**src/adcsq_defs.vh**
```
// How it works
// - channel-tag bit set: channel in result low nibble, else bits 19..16
// - dma on: request each conversion end, irq only after dma done
// - sample window is 2 plus extension clocks; all ones holds switch closed
// - sequence length field plus one gives conversions per sequence
// - single mode with nonzero length: each trigger advances step number
// - auto-restart 0 halts at sequence end, 1 restarts automatically
// - mode 00 single/continuous, 01 sequenced, 10 and 11 reserved
// - trigger group: 00 software only, 01 timers, 10 pwm0, 11 pwm1
// - sequenced mode: channel per step, starting at step zero unless written
// - event triggering converts step n only on its own trigger source
// - writing step number while idle redirects next conversion to it
// - active channel readable as a 4-bit code
// - internal clock: system clock divided; 0 passes through, 1 stops
// - power-down bit resets to 1 and blocks conversion until cleared
// - clock-source bit 0 internal divider, 1 external clock enable
// - step trigger code picks timer or pwm point, bottom, period
// - stop bit requests halt, self-clears, running conversion completes
// - start bit begins conversion when enabled and self-clears
// - event mode without restart runs the sequence once then halts
// - sequence done flag set on final conversion, write 1 clears
// - trigger flag set on triggered conversion, write 1 clears
// - per-flag enables gate the interrupt requests
// - one conversion is 15 converter clocks, longer with extension
// - dma word holds result in bits 15..4, channel in low nibble only with tag bit set
`ifndef ADCSQ_DEFS_VH
`define ADCSQ_DEFS_VH
`define ADCSQ_OFF_MODE    32'h4000b000
`define ADCSQ_OFF_CUR     32'h4000b004
`define ADCSQ_OFF_CLK     32'h4000b008
`define ADCSQ_OFF_TRG     32'h4000b00c
`define ADCSQ_OFF_CHSEL   32'h4000b018
`define ADCSQ_OFF_CTRL    32'h4000b020
`define ADCSQ_OFF_STAT    32'h4000b024
`define ADCSQ_OFF_IEN     32'h4000b028
`define ADCSQ_OFF_DMA     32'h4000b02c
`define ADCSQ_CLK_RESET   16'h0080
`define ADCSQ_MODE_SINGLE 2'h0
`define ADCSQ_MODE_SEQ    2'h1
`define ADCSQ_TG_SOFT     2'h0
`define ADCSQ_TG_TIMER    2'h1
`define ADCSQ_TG_PWM0     2'h2
`define ADCSQ_TG_PWM1     2'h3
`define ADCSQ_ST_ALWAYS   5'h1f
`define ADCSQ_SAMPLE_MIN  9'h002
`define ADCSQ_RES_BITS    9'h00c
`define ADCSQ_BIT_DONE    2
`define ADCSQ_BIT_TRG     3
`define ADCSQ_BIT_DMA     4
`endif

```
**src/adcsq_control.v**
```verilog
`include "adcsq_defs.vh"
`default_nettype none
module adcsq_control (
    input  wire        clock,
    input  wire        rst,
    input  wire [31:0] busAddr,
    input  wire [31:0] busWdata,
    input  wire        busWr,
    input  wire        busRd,
    output reg  [31:0] busRdata_r,
    input  wire [5:0]  timerEvt,
    input  wire [7:0]  pwm0Evt,
    input  wire [7:0]  pwm1Evt,
    input  wire        extClkTick,
    input  wire        coreBit,
    output reg  [3:0]  coreChannel_r,
    output reg         coreSample_r,
    output reg         coreConvert_r,
    output reg         corePowerDown_r,
    output reg         dmaReq_r,
    input  wire        dmaDone,
    output reg  [31:0] dmaWord_r,
    output reg         irq_r
);
    // state codes
    localparam ST_IDLE   = 2'h0;
    localparam ST_START  = 2'h1;
    localparam ST_SAMPLE = 2'h2;
    localparam ST_BITS   = 2'h3;

    reg [31:0] modeReg_r;
    reg [15:0] clkReg_r;
    reg [31:0] trgReg_r;
    reg [31:0] chReg_r;
    reg [4:0]  ienReg_r;
    reg [2:0]  step_r;
    reg [3:0]  active_r;
    reg        goReq_r;
    reg        haltReq_r;
    reg        haltPend_r; // stop seen while busy, applied at conversion end
    reg        armed_r;
    reg        doneFlag_r;
    reg        trgFlag_r;
    reg        dmaFlag_r;
    reg        dmaWait_r;
    reg [1:0]  state_r;
    reg [8:0]  cnt_r;
    reg [11:0] result_r;
    reg [6:0]  divCnt_r;
    reg        tick_r;
    reg [21:0] evtQ1_r;
    reg [21:0] evtQ2_r;
    reg [21:0] evtQ3_r;
    reg [21:0] evtLvl_r;
    reg [21:0] evtPrev_r;
    reg        extQ1_r;
    reg        extQ2_r;
    reg        extQ3_r;
    reg        extLvl_r;
    reg        extPrev_r;

    wire [1:0] trgGroup = modeReg_r[1:0];
    wire [1:0] convMode = modeReg_r[5:4];
    wire       autoRst  = modeReg_r[6];
    wire       convEn   = modeReg_r[7];
    wire [2:0] seqLen   = modeReg_r[10:8];
    wire [4:0] stExt    = modeReg_r[16:12];
    wire       dma_request_enable    = modeReg_r[17];
    wire       tagLow   = modeReg_r[18];
    wire [6:0] divVal   = clkReg_r[14:8];
    wire       powerDn  = clkReg_r[7];
    wire       extSel   = clkReg_r[6];
    wire       busy     = (state_r != ST_IDLE);
    wire       wrMode   = busWr && (busAddr == `ADCSQ_OFF_MODE);
    wire       wrCur    = busWr && (busAddr == `ADCSQ_OFF_CUR);
    wire       wrCtrl   = busWr && (busAddr == `ADCSQ_OFF_CTRL);
    wire       wrStat   = busWr && (busAddr == `ADCSQ_OFF_STAT);

    // pick one trigger line from group and code
    function trgPick;
        input [1:0]  grp;
        input [2:0]  code;
        input [21:0] ev;
        begin
            case (grp)
                `ADCSQ_TG_TIMER: trgPick = (code < 3'h6) ? ev[code] : 1'b0;
                `ADCSQ_TG_PWM0:  trgPick = ev[6 + code];
                `ADCSQ_TG_PWM1:  trgPick = ev[14 + code];
                default:         trgPick = 1'b0;
            endcase
        end
    endfunction

    // external event pins: three flops, change counts when q2 and q3 agree
    always @(posedge clock) begin
        if (rst) begin
            evtQ1_r   <= 22'h0;
            evtQ2_r   <= 22'h0;
            evtQ3_r   <= 22'h0;
            evtLvl_r  <= 22'h0;
            evtPrev_r <= 22'h0;
            extQ1_r   <= 1'b0;
            extQ2_r   <= 1'b0;
            extQ3_r   <= 1'b0;
            extLvl_r  <= 1'b0;
            extPrev_r <= 1'b0;
        end else begin
            evtQ1_r   <= {pwm1Evt, pwm0Evt, timerEvt};
            evtQ2_r   <= evtQ1_r;
            evtQ3_r   <= evtQ2_r;
            evtLvl_r  <= (evtQ2_r & evtQ3_r) | (evtLvl_r & (evtQ2_r | evtQ3_r));
            evtPrev_r <= evtLvl_r;
            extQ1_r   <= extClkTick;
            extQ2_r   <= extQ1_r;
            extQ3_r   <= extQ2_r;
            extLvl_r  <= (extQ2_r & extQ3_r) | (extLvl_r & (extQ2_r | extQ3_r));
            extPrev_r <= extLvl_r;
        end
    end

    wire [21:0] evtRise = evtLvl_r & ~evtPrev_r;
    wire        stepTrg = trgPick(trgGroup, trgReg_r[{step_r, 2'b00} +: 3], evtRise);

    // converter clock enable; a clock-enable pulse stands in for the divided clock
    always @(posedge clock) begin
        if (rst) begin
            divCnt_r <= 7'h0;
            tick_r   <= 1'b0;
        end else if (extSel) begin
            tick_r   <= extLvl_r & ~extPrev_r;
            divCnt_r <= 7'h0;
        end else if (divVal == 7'h0) begin
            // zero passes clock, one stops it
            tick_r   <= 1'b1;
            divCnt_r <= 7'h0;
        end else if (divVal == 7'h1) begin
            tick_r   <= 1'b0;
            divCnt_r <= 7'h0;
        end else if (divCnt_r >= divVal - 7'h1) begin
            tick_r   <= 1'b1;
            divCnt_r <= 7'h0;
        end else begin
            tick_r   <= 1'b0;
            divCnt_r <= divCnt_r + 7'h1;
        end
    end

    // a conversion may begin: software start, or its step event when armed
    wire evtMode   = (trgGroup != `ADCSQ_TG_SOFT);
    wire canConv   = convEn && !powerDn;
    wire launchSw  = goReq_r && !evtMode;
    wire launchEvt = armed_r && evtMode && stepTrg;
    wire lastStep  = (convMode == `ADCSQ_MODE_SEQ || seqLen != 3'h0) ? (step_r == seqLen) : 1'b1;

    // sequencer and conversion timing
    always @(posedge clock) begin
        if (rst) begin
            state_r       <= ST_IDLE;
            cnt_r         <= 9'h0;
            step_r        <= 3'h0;
            active_r      <= 4'h0;
            armed_r       <= 1'b0;
            goReq_r       <= 1'b0;
            haltReq_r     <= 1'b0;
            haltPend_r    <= 1'b0;
            result_r      <= 12'h0;
            coreSample_r  <= 1'b0;
            coreConvert_r <= 1'b0;
        end else begin
            if (wrCur && !busy) step_r <= busWdata[6:4];
            if (wrCtrl && busWdata[0] && convEn) goReq_r <= 1'b1;
            else if (tick_r) goReq_r <= 1'b0;
            if (wrCtrl && busWdata[7]) haltReq_r <= 1'b1;
            else if (tick_r) haltReq_r <= 1'b0;
            if (goReq_r && evtMode && tick_r) armed_r <= 1'b1;
            if (haltReq_r && tick_r) armed_r <= 1'b0;
            // stop bit clears in one tick, so remember it until the end
            if (haltReq_r && tick_r && busy) haltPend_r <= 1'b1;
            // switch held closed at all ones
            coreSample_r <= canConv && (stExt == `ADCSQ_ST_ALWAYS || state_r == ST_SAMPLE);
            coreConvert_r <= (state_r == ST_BITS);
            if (tick_r) begin
                case (state_r)
                    ST_IDLE: begin
                        if (canConv && !haltReq_r && (launchSw || launchEvt)) begin
                            active_r <= chReg_r[{step_r, 2'b00} +: 4];
                            state_r  <= ST_START;
                        end
                    end
                    ST_START: begin
                        cnt_r   <= `ADCSQ_SAMPLE_MIN + {4'h0, stExt} - 9'h1;
                        state_r <= ST_SAMPLE;
                    end
                    ST_SAMPLE: begin
                        if (cnt_r == 9'h0) begin
                            cnt_r   <= `ADCSQ_RES_BITS - 9'h1;
                            state_r <= ST_BITS;
                        end else begin
                            cnt_r <= cnt_r - 9'h1;
                        end
                    end
                    ST_BITS: begin
                        result_r <= {result_r[10:0], coreBit};
                        if (cnt_r == 9'h0) begin
                            state_r    <= ST_IDLE;
                            haltPend_r <= 1'b0;
                            if (lastStep) begin
                                step_r <= 3'h0;
                                // restart or halt at sequence end
                                if (!autoRst || haltReq_r || haltPend_r) begin
                                    armed_r <= 1'b0;
                                    goReq_r <= 1'b0;
                                end else if (!evtMode) begin
                                    goReq_r <= 1'b1;
                                end
                            end else begin
                                step_r <= step_r + 3'h1;
                                if (!evtMode && !haltReq_r && !haltPend_r) goReq_r <= 1'b1;
                            end
                        end else begin
                            cnt_r <= cnt_r - 9'h1;
                        end
                    end
                    default: state_r <= ST_IDLE;
                endcase
            end
        end
    end

    // end of conversion: last result bit shifted this tick
    wire eoc = tick_r && (state_r == ST_BITS) && (cnt_r == 9'h0);
    wire [11:0] finalRes = {result_r[10:0], coreBit};

    // flags, dma handoff and interrupt
    always @(posedge clock) begin
        if (rst) begin
            doneFlag_r      <= 1'b0;
            trgFlag_r       <= 1'b0;
            dmaFlag_r       <= 1'b0;
            dmaWait_r       <= 1'b0;
            dmaReq_r        <= 1'b0;
            dmaWord_r       <= 32'h0;
            irq_r           <= 1'b0;
            coreChannel_r   <= 4'h0;
            corePowerDown_r <= 1'b1;
        end else begin
            coreChannel_r   <= active_r;
            corePowerDown_r <= powerDn;
            dmaReq_r        <= dma_request_enable && eoc;
            if (dma_request_enable && eoc) begin
                dmaWord_r <= tagLow ? {16'h0, finalRes, active_r}
                                    : {12'h0, active_r, finalRes, 4'h0};
            end
            // set beats clear on every flag
            // sequence done flag
            doneFlag_r <= (eoc && lastStep) ||
                          (doneFlag_r && !(wrStat && busWdata[`ADCSQ_BIT_DONE]));
            trgFlag_r  <= (eoc && evtMode) ||
                          (trgFlag_r && !(wrStat && busWdata[`ADCSQ_BIT_TRG]));
            if (dma_request_enable && eoc) dmaWait_r <= 1'b1;
            else if (dmaDone) dmaWait_r <= 1'b0;
            dmaFlag_r  <= (dmaWait_r && dmaDone) ||
                          (dmaFlag_r && !(wrStat && busWdata[`ADCSQ_BIT_DMA]));
            irq_r <= (dmaFlag_r && ienReg_r[`ADCSQ_BIT_DMA]) ||
                     (trgFlag_r && ienReg_r[`ADCSQ_BIT_TRG] && !dma_request_enable) ||
                     (doneFlag_r && ienReg_r[`ADCSQ_BIT_DONE] && !dma_request_enable);
        end
    end

    // register writes
    always @(posedge clock) begin
        if (rst) begin
            modeReg_r <= 32'h0;
            clkReg_r  <= `ADCSQ_CLK_RESET;
            trgReg_r  <= 32'h0;
            chReg_r   <= 32'h0;
            ienReg_r  <= 5'h0;
        end else if (busWr) begin
            // mode and group fields stored as written
            if (busAddr == `ADCSQ_OFF_MODE)  modeReg_r <= busWdata & 32'h0007f7f3;
            if (busAddr == `ADCSQ_OFF_CLK)   clkReg_r  <= busWdata[15:0] & 16'hffe0;
            if (busAddr == `ADCSQ_OFF_TRG)   trgReg_r  <= busWdata & 32'h77777777;
            if (busAddr == `ADCSQ_OFF_CHSEL) chReg_r   <= busWdata;
            if (busAddr == `ADCSQ_OFF_IEN)   ienReg_r  <= busWdata[4:0] & 5'h1d;
        end
    end

    // read data one cycle after the strobe, zero elsewhere
    always @(posedge clock) begin
        if (rst) begin
            busRdata_r <= 32'h0;
        end else if (busRd) begin
            case (busAddr)
                `ADCSQ_OFF_MODE:  busRdata_r <= modeReg_r;
                `ADCSQ_OFF_CUR:   busRdata_r <= {25'h0, step_r, active_r};
                `ADCSQ_OFF_CLK:   busRdata_r <= {16'h0, clkReg_r};
                `ADCSQ_OFF_TRG:   busRdata_r <= trgReg_r;
                `ADCSQ_OFF_CHSEL: busRdata_r <= chReg_r;
                `ADCSQ_OFF_CTRL:  busRdata_r <= {31'h0, goReq_r};
                `ADCSQ_OFF_STAT:  busRdata_r <= {25'h0, busy, 1'b0, dmaFlag_r,
                                                 trgFlag_r, doneFlag_r, 2'h0};
                `ADCSQ_OFF_IEN:   busRdata_r <= {27'h0, ienReg_r};
                `ADCSQ_OFF_DMA:   busRdata_r <= dmaWord_r;
                default:          busRdata_r <= 32'h0;
            endcase
        end else begin
            busRdata_r <= 32'h0;
        end
    end
endmodule
`default_nettype wire

```
**config.mk**
```make
export PLATFORM = sky130hd
export DESIGN_NAME = adcsq_control
export DESIGN_NICKNAME = d
export VERILOG_FILES = /design/src/adcsq_control.v
export VERILOG_INCLUDE_DIRS = /design/src
export SDC_FILE = /design/constraint.sdc
export NUM_CORES = 1
export LEC_CHECK = 0
export BUFFER_PORTS_ARGS = -buffer_cell sky130_fd_sc_hd__buf_2
export CAP_MARGIN = 10
export CORE_MARGIN = 8
export CORE_UTILIZATION = 61
export CTS_CLUSTER_SIZE = 25
export DETAILED_ROUTE_END_ITERATION = 7
export GPL_TIMING_DRIVEN = 0
export PLACE_DENSITY = 0.89
export SYNTH_ARGS = -nofsm -noshare
export SYNTH_HDL_FRONTEND = slang
export SYNTH_SLANG_ARGS = --single-unit
export TNS_END_PERCENT = 100
```
**constraint.sdc**
```tcl
create_clock -name clock -period 5.45 [get_ports clock]
set_clock_uncertainty 0.05 [all_clocks]
set_input_delay 0.545 -clock clock [delete_from_list [all_inputs] [get_ports clock]]
set_output_delay 0.545 -clock clock [all_outputs]
set_load 0.02 [all_outputs]
```
After elaboration in Yosys (flattened, before gate mapping)
Index checks and enable logic that the tools add are counted.

Add/sub/neg operators: 8. Magnitude comparators: 5. Eq/ne operators: 23. Multiplexer cells: 51. Bitwise logic cells: 13. Shift-type cells: 2. Reductions and logical operators: 77.

Operators by type and width (count): equality test 32 x 31 -> 1 bit, second input constant (9); one-hot mux 32 bit (9 select lines) (1); AND 22 bit (3); OR 22 bit (2); logical AND 1 bit (37); 2-to-1 mux 1 bit (33); variable part select 32 x 6 -> 3 bit (1); variable part select 32 x 6 -> 4 bit (1); one-hot mux 9 bit (3 select lines) (1); NOT 22 bit (1); 2-to-1 mux 20 bit (1); 2-to-1 mux 9 bit (2); 2-to-1 mux 3 bit (5); AND reduction 2 bit (6); binary-select mux 1 bit (select 5 bit) (2); zero test 1 bit (10); logical OR 1 bit (10); zero test 9 bit (1); subtractor 9 x 1 -> 9 bit, second input constant (1); equality test 2 bit, second input constant (4); one-hot mux 2 bit (4 select lines) (1); nonzero test 2 bit (4); adder 7 x 1 -> 7 bit, second input constant (1); equality test 7 x 1 -> 1 bit, second input constant (1); 29 further kinds (41).

Input bits: 93. Register bits: 320. Word-level logic and storage cells: 217. Output and inout bits: 73.

Logic depth before layout (Yosys ltp)
Depth after elaboration: 11. Mapped depth: 12. Gate-level depth less buffers: 11.

Worst setup path after synthesis
OpenSTA, ideal clock, no wires.

Path type: register to register. Start point: register step_r[0]. End point: register active_r[0]. Data required time: 5.272 ns. Arrival time: 2.868 ns. Stages on the path, launching flop included: 12. Setup slack: 2.404 ns. Clock period less this slack: 3.046 ns. Path buffers: 1. Library setup time: 0.128 ns. Cells stage by stage: dfxtp_1 > buf_6 > mux4_1 > mux2i_1 > ha_1 > nor2_1 > a22oi_1 > and4b_1 > o31ai_2 > nand4_2 > mux2i_1 > nor2_1.

Word-level cells in the longest chain between the ends: 9. Elaborated cells between the ends (all ways): 17. Classes of those cells: add/sub (2); order compare (1); shift (2); mux (8); reduce/logical (4).

RTL lines: start, declared (RTL line adcsq_control.v:36) `reg [2:0] step_r;`; start signal, assigned (RTL line adcsq_control.v:170) `if (wrCur && !busy) step_r <= busWdata[6:4];`; start signal, assigned (RTL line adcsq_control.v:217) `step_r <= step_r + 3'h1;`; variable part select 32 x 6 -> 3 bit (RTL line adcsq_control.v:122) `wire stepTrg = trgPick(trgGroup, trgReg_r[{step_r, 2'b00} +: 3], evtRise);`; adder 4 x 3 -> 5 bit (tied with other cells) (RTL line adcsq_control.v:88) `` `ADCSQ_TG_PWM1: trgPick = ev[14 + code]; ``; binary-select mux 1 bit (select 5 bit) (tied with other cells) (RTL line adcsq_control.v:88); 2-to-1 mux 1 bit (on tied branches) (RTL line adcsq_control.v:88, adcsq_control.v:86, adcsq_control.v:87); one-hot mux 1 bit (3 select lines) (RTL line adcsq_control.v:85) `case (grp)`; logical AND 1 bit (RTL line adcsq_control.v:152) `wire launchEvt = armed_r && evtMode && stepTrg;`; logical OR 1 bit (RTL line adcsq_control.v:185) `if (canConv && !haltReq_r && (launchSw || launchEvt)) begin`; logical AND 1 bit (RTL line adcsq_control.v:185); AND reduction 3 bit (no source line); end signal, assigned (RTL line adcsq_control.v:186) `active_r <= chReg_r[{step_r, 2'b00} +: 4];`; end, declared (RTL line adcsq_control.v:37) `reg [3:0] active_r;`.

Parallel ways exist; a longest one is shown, timed or not. The select of a mux whose other input is x is not followed. A chain may end at the register's enable or synchronous reset.

Final worst setup path
Start point: register step_r[0]. End point: register active_r[1].

The elaborated chain is that of the path after synthesis.

==> summary by stage <==
Run status
The run finished, with violations left. The checks that failed: DRC.

Clocking
The CTS H-tree depth is 1. Clock-pin slew was measured on the worst setup and hold paths at 0.06 ns. Counting along the longest clock path gives a buffer depth of 3.

TritonCTS built the clock tree. The library cell used as clock root buffer is sky130_fd_sc_hd__clkbuf_16. The number of clock buffers inserted by TritonCTS is 31. The quantity of hold-fixing buffers added after cts is 0. The number of setup buffers added after CTS is 0. The count of cells resized by post-cts repair is 0. The number of clock sinks is 308. The worst-skew pair later-pin latency is approximately 0.57 ns.

Drt
The remaining design rule violation count is 1. The number of nets with antenna violations after detailed routing is 0. For this run, the detailed router's first-pass iteration total came to 8.

For this block, the initial DRC count from the detailed router was between 1,000 and 1,500. The post-detailed-routing wire length is between 30,000 and 40,000 um. The routed layout has 10,940 vias. The post-detailed-route via-to-cell ratio is 5.977. The average routed wire per standard cell is 20.88 um.

Placed design
The count of input and output buffers is 152. The final weighted congestion of routability-driven global placement is 0.9797. The placement-stage worst setup slack is 1.661 ns. After legalization and detailed placement, the total HPWL measured around 27,000 um.

Setup path
STA classifies the critical path startpoint as a flip-flop. The maximum fanout encountered on the critical timing path is 10. The most numerous cell on the critical path is sky130_fd_sc_hd__mux2i_1. The worst endpoint required time is 5.84 ns. The worst setup path is of the flip-flop to flip-flop kind. The delay of the slowest critical-path stage is 0.64 ns.

The critical path goes through buf_6, mux4_1, mux2i_1, ha_1, nor2b_1, o21ai_1, and4b_1, o31ai_2, nand4_2, mux2i_1, nor2_1. Data on the critical path arrives at its endpoint at 4.31 ns. STA classifies the critical path endpoint as a flip-flop. For this design, the slowest cell found on the critical path is sky130_fd_sc_hd__mux2i_1.

Layout
From synthesis to final layout, the design area changed by 18.45%. The number of antenna diodes is 0. The number of nets at the end of the flow is 1,657. In the final layout, the share of cells above drive strength 1 is 0.1565. The multi-input combinational cells in the finished layout cover a total of 5433 sq um.

The number of fill cells is 1,420. In the layout the commonest cells are sky130_fd_sc_hd__dfxtp_1 (308), sky130_fd_sc_hd__nand2_1 (290), sky130_fd_sc_hd__a21oi_1 (159). The commonest non-fill, non-tap cell in the layout is sky130_fd_sc_hd__dfxtp_1. The sequential cells in the finished layout cover a total of 6166 sq um.

Floorplan
The x dimension of the die is 156.4 um. The die is 156.4 um tall. For this design the top-level I/O count stands at 166. After floorplanning, the core was sized to cover roughly 19,000 sq um. For this configuration, the core starts out at a cell density of 0.6198.

The total number of placement rows is 51. The die covers 24,460 sq um.

Timing
The worst pin sits at a relative slew slack of 0.2629. Of the available clock period, the critical path in the final layout requires 0.7203. For the pin with the worst max-slew slack, the measured transition is 1.091 ns.

The final worst slack is 1.524 ns. The maximum clock rate is 0.2547 GHz. Setup violations remaining at the end of the flow were counted as 0. The number of hold violations in the final report was 0. The final number of max-transition violations is 0. For the finished layout, the period the worst path requires is 3.926 ns. Setup repair after global routing left no endpoint under its margin. The setup total negative slack is 0 ns.

Power
Power spread over the standard cell area amounts to 325.7 nW/um^2. The largest vdd supply drop is 0.0002970 V. The standby leakage power is roughly 5.5 nW.

Global routing
The number of global-route vias before repair is 10,580. Entering global routing, the biggest net connects 17 pins. Across every metal layer, demand over resource in global routing totals 0.3023. The initial antenna violation count was 0.

The total overflow left after global routing is 0. The global-route wire length before repair is between 50,000 and 60,000 um.

Logic synthesis
For this run, the leading register cell type out of synthesis is sky130_fd_sc_hd__dfxtp_1. The number of different library cells used by synthesis comes to 63. Counting flops with a built-in enable in the synthesized netlist gives 0. The share of the Yosys chip area taken by registers is 0.5128. The number of warnings reported in the yosys synthesis log is 0. After synthesis, the mean cell area works out to 8.933 sq um. The number of instances in the synthesized netlist is 1,346. For this run, asynchronously set or reset flops after synthesis account for 0. The mapped netlist covers 12,020 sq um. In this run, synthesis produced a sequential element count of 308.

Job
Across the run, the number of max-cap violations was 0.

Worst hold path
The class of the tightest hold or removal check is input pin to flip-flop.
## sequential cells by signal, indices dropped and copies added, names as in the netlist, 11 cells and up
register / count
trgReg_r: 24
chReg_r: 32
modeReg_r: 16
result_r: 11
evtPrev_r: 22
evtLvl_r: 22
evtQ2_r: 22
clkReg_r: 11
evtQ1_r: 22
evtQ3_r: 22
busRdata_r: 32
dmaWord_r: 20
## report_power, final
group / switching (mW) / internal (mW)
logic: 0.0922 / 0.0493
registers: 0.00874 / 2.27
clock network: 0.894 / 1.32
## area by class of cell
type / instances / share of cell area
clock buffer: 43 / 0.06185
sequential: 308 / 0.4329
buffer: 91 / 0.02846
multi-input combinational: 940 / 0.3814
inverter: 18 / 0.004744
timing repair buffer: 153 / 0.05394
clock inverter: 12 / 0.01335
tap: 265 / 0.02328
## Yosys cell counts (all sizes together), types with 7 or more instances
cell	instances	area [sq um]
nand2b	9	56.30
mux2i	23	230.2
xnor2	10	87.58
mux4	14	330.3
clkbuf	69	259.0
nand3b	8	60.06
nand2	290	1089
nor2b	109	681.9
and2	10	62.56
nand3	16	80.08
nor3	9	45.04
inv	18	67.56
o21ai	34	170.2
buf	22	146.4
a22oi	39	292.8
ha	21	262.8
a31oi	15	93.84
a21oi	160	804.5
dfxtp	308	6166
a222oi	13	130.1
nor2	67	251.5
and3	7	43.79
## per-layer routing
layer	global-route usage	up-vias	share of wire
li1	-	4972	-
met1	0.3843	5114	0.39
met2	0.4816	730	0.45
met3	0.07198	122	0.13
met4	0.1336	0	0.043
met5	0	-	0
## cells by family after synthesis
kind of cell    synth area share
compound gates            0.1459
xor+xnor                 0.01093
fa+ha+maj                0.02185
buf+inv                  0.03933
flops                     0.5128
mux                      0.05036
other cells            0.0003119
simple gates              0.2185
## critical path, delay by kind of cell, from the launching register on
kind | cells | cell delay [ns]
adder cells (fa/ha/maj) | 1 | 0.27
flip-flops | 1 | 0.39
AO/OA/AOI/OAI | 2 | 0.46
AND/OR/NAND/NOR | 4 | 0.88
buffers and inverters | 1 | 0.21
multiplexers | 3 | 1.50
## through the flow
stage / utilization / instance area (sq um) / hold slack [ns] / power [mW] / instances
after floorplan: - / 12070 / 0.3638 / 2.390 / 1357
after global placement: 0.6783 / 13160 / 0.3665 / 2.463 / 1774
after detailed placement: 0.6790 / 13170 / 0.3720 / 2.467 / 1775
after CTS: 0.7342 / 14240 / 0.1193 / 4.634 / 1830
after global routing: 0.7342 / 14240 / 0.1288 / 4.745 / 1830
final: 0.7342 / 14240 / 0.1307 / 4.638 / 1830
## final timing paths
check,endpoint,cells after the start,from,slack [ns]
worst min register to register,evtQ2_r[15]$_SDFF_PP0_,1,evtQ1_r[15]$_SDFF_PP0_,0.37
worst max-delay path,active_r[1]$_SDFFE_PP0P_,11,step_r[0]$_SDFF_PP0_,1.52
worst max register to register,active_r[1]$_SDFFE_PP0P_,11,step_r[0]$_SDFF_PP0_,1.52
worst min-delay path,evtQ1_r[17]$_SDFF_PP0_,2,pwm1Evt[3],0.13
Power figures use the tool's default switching activity.
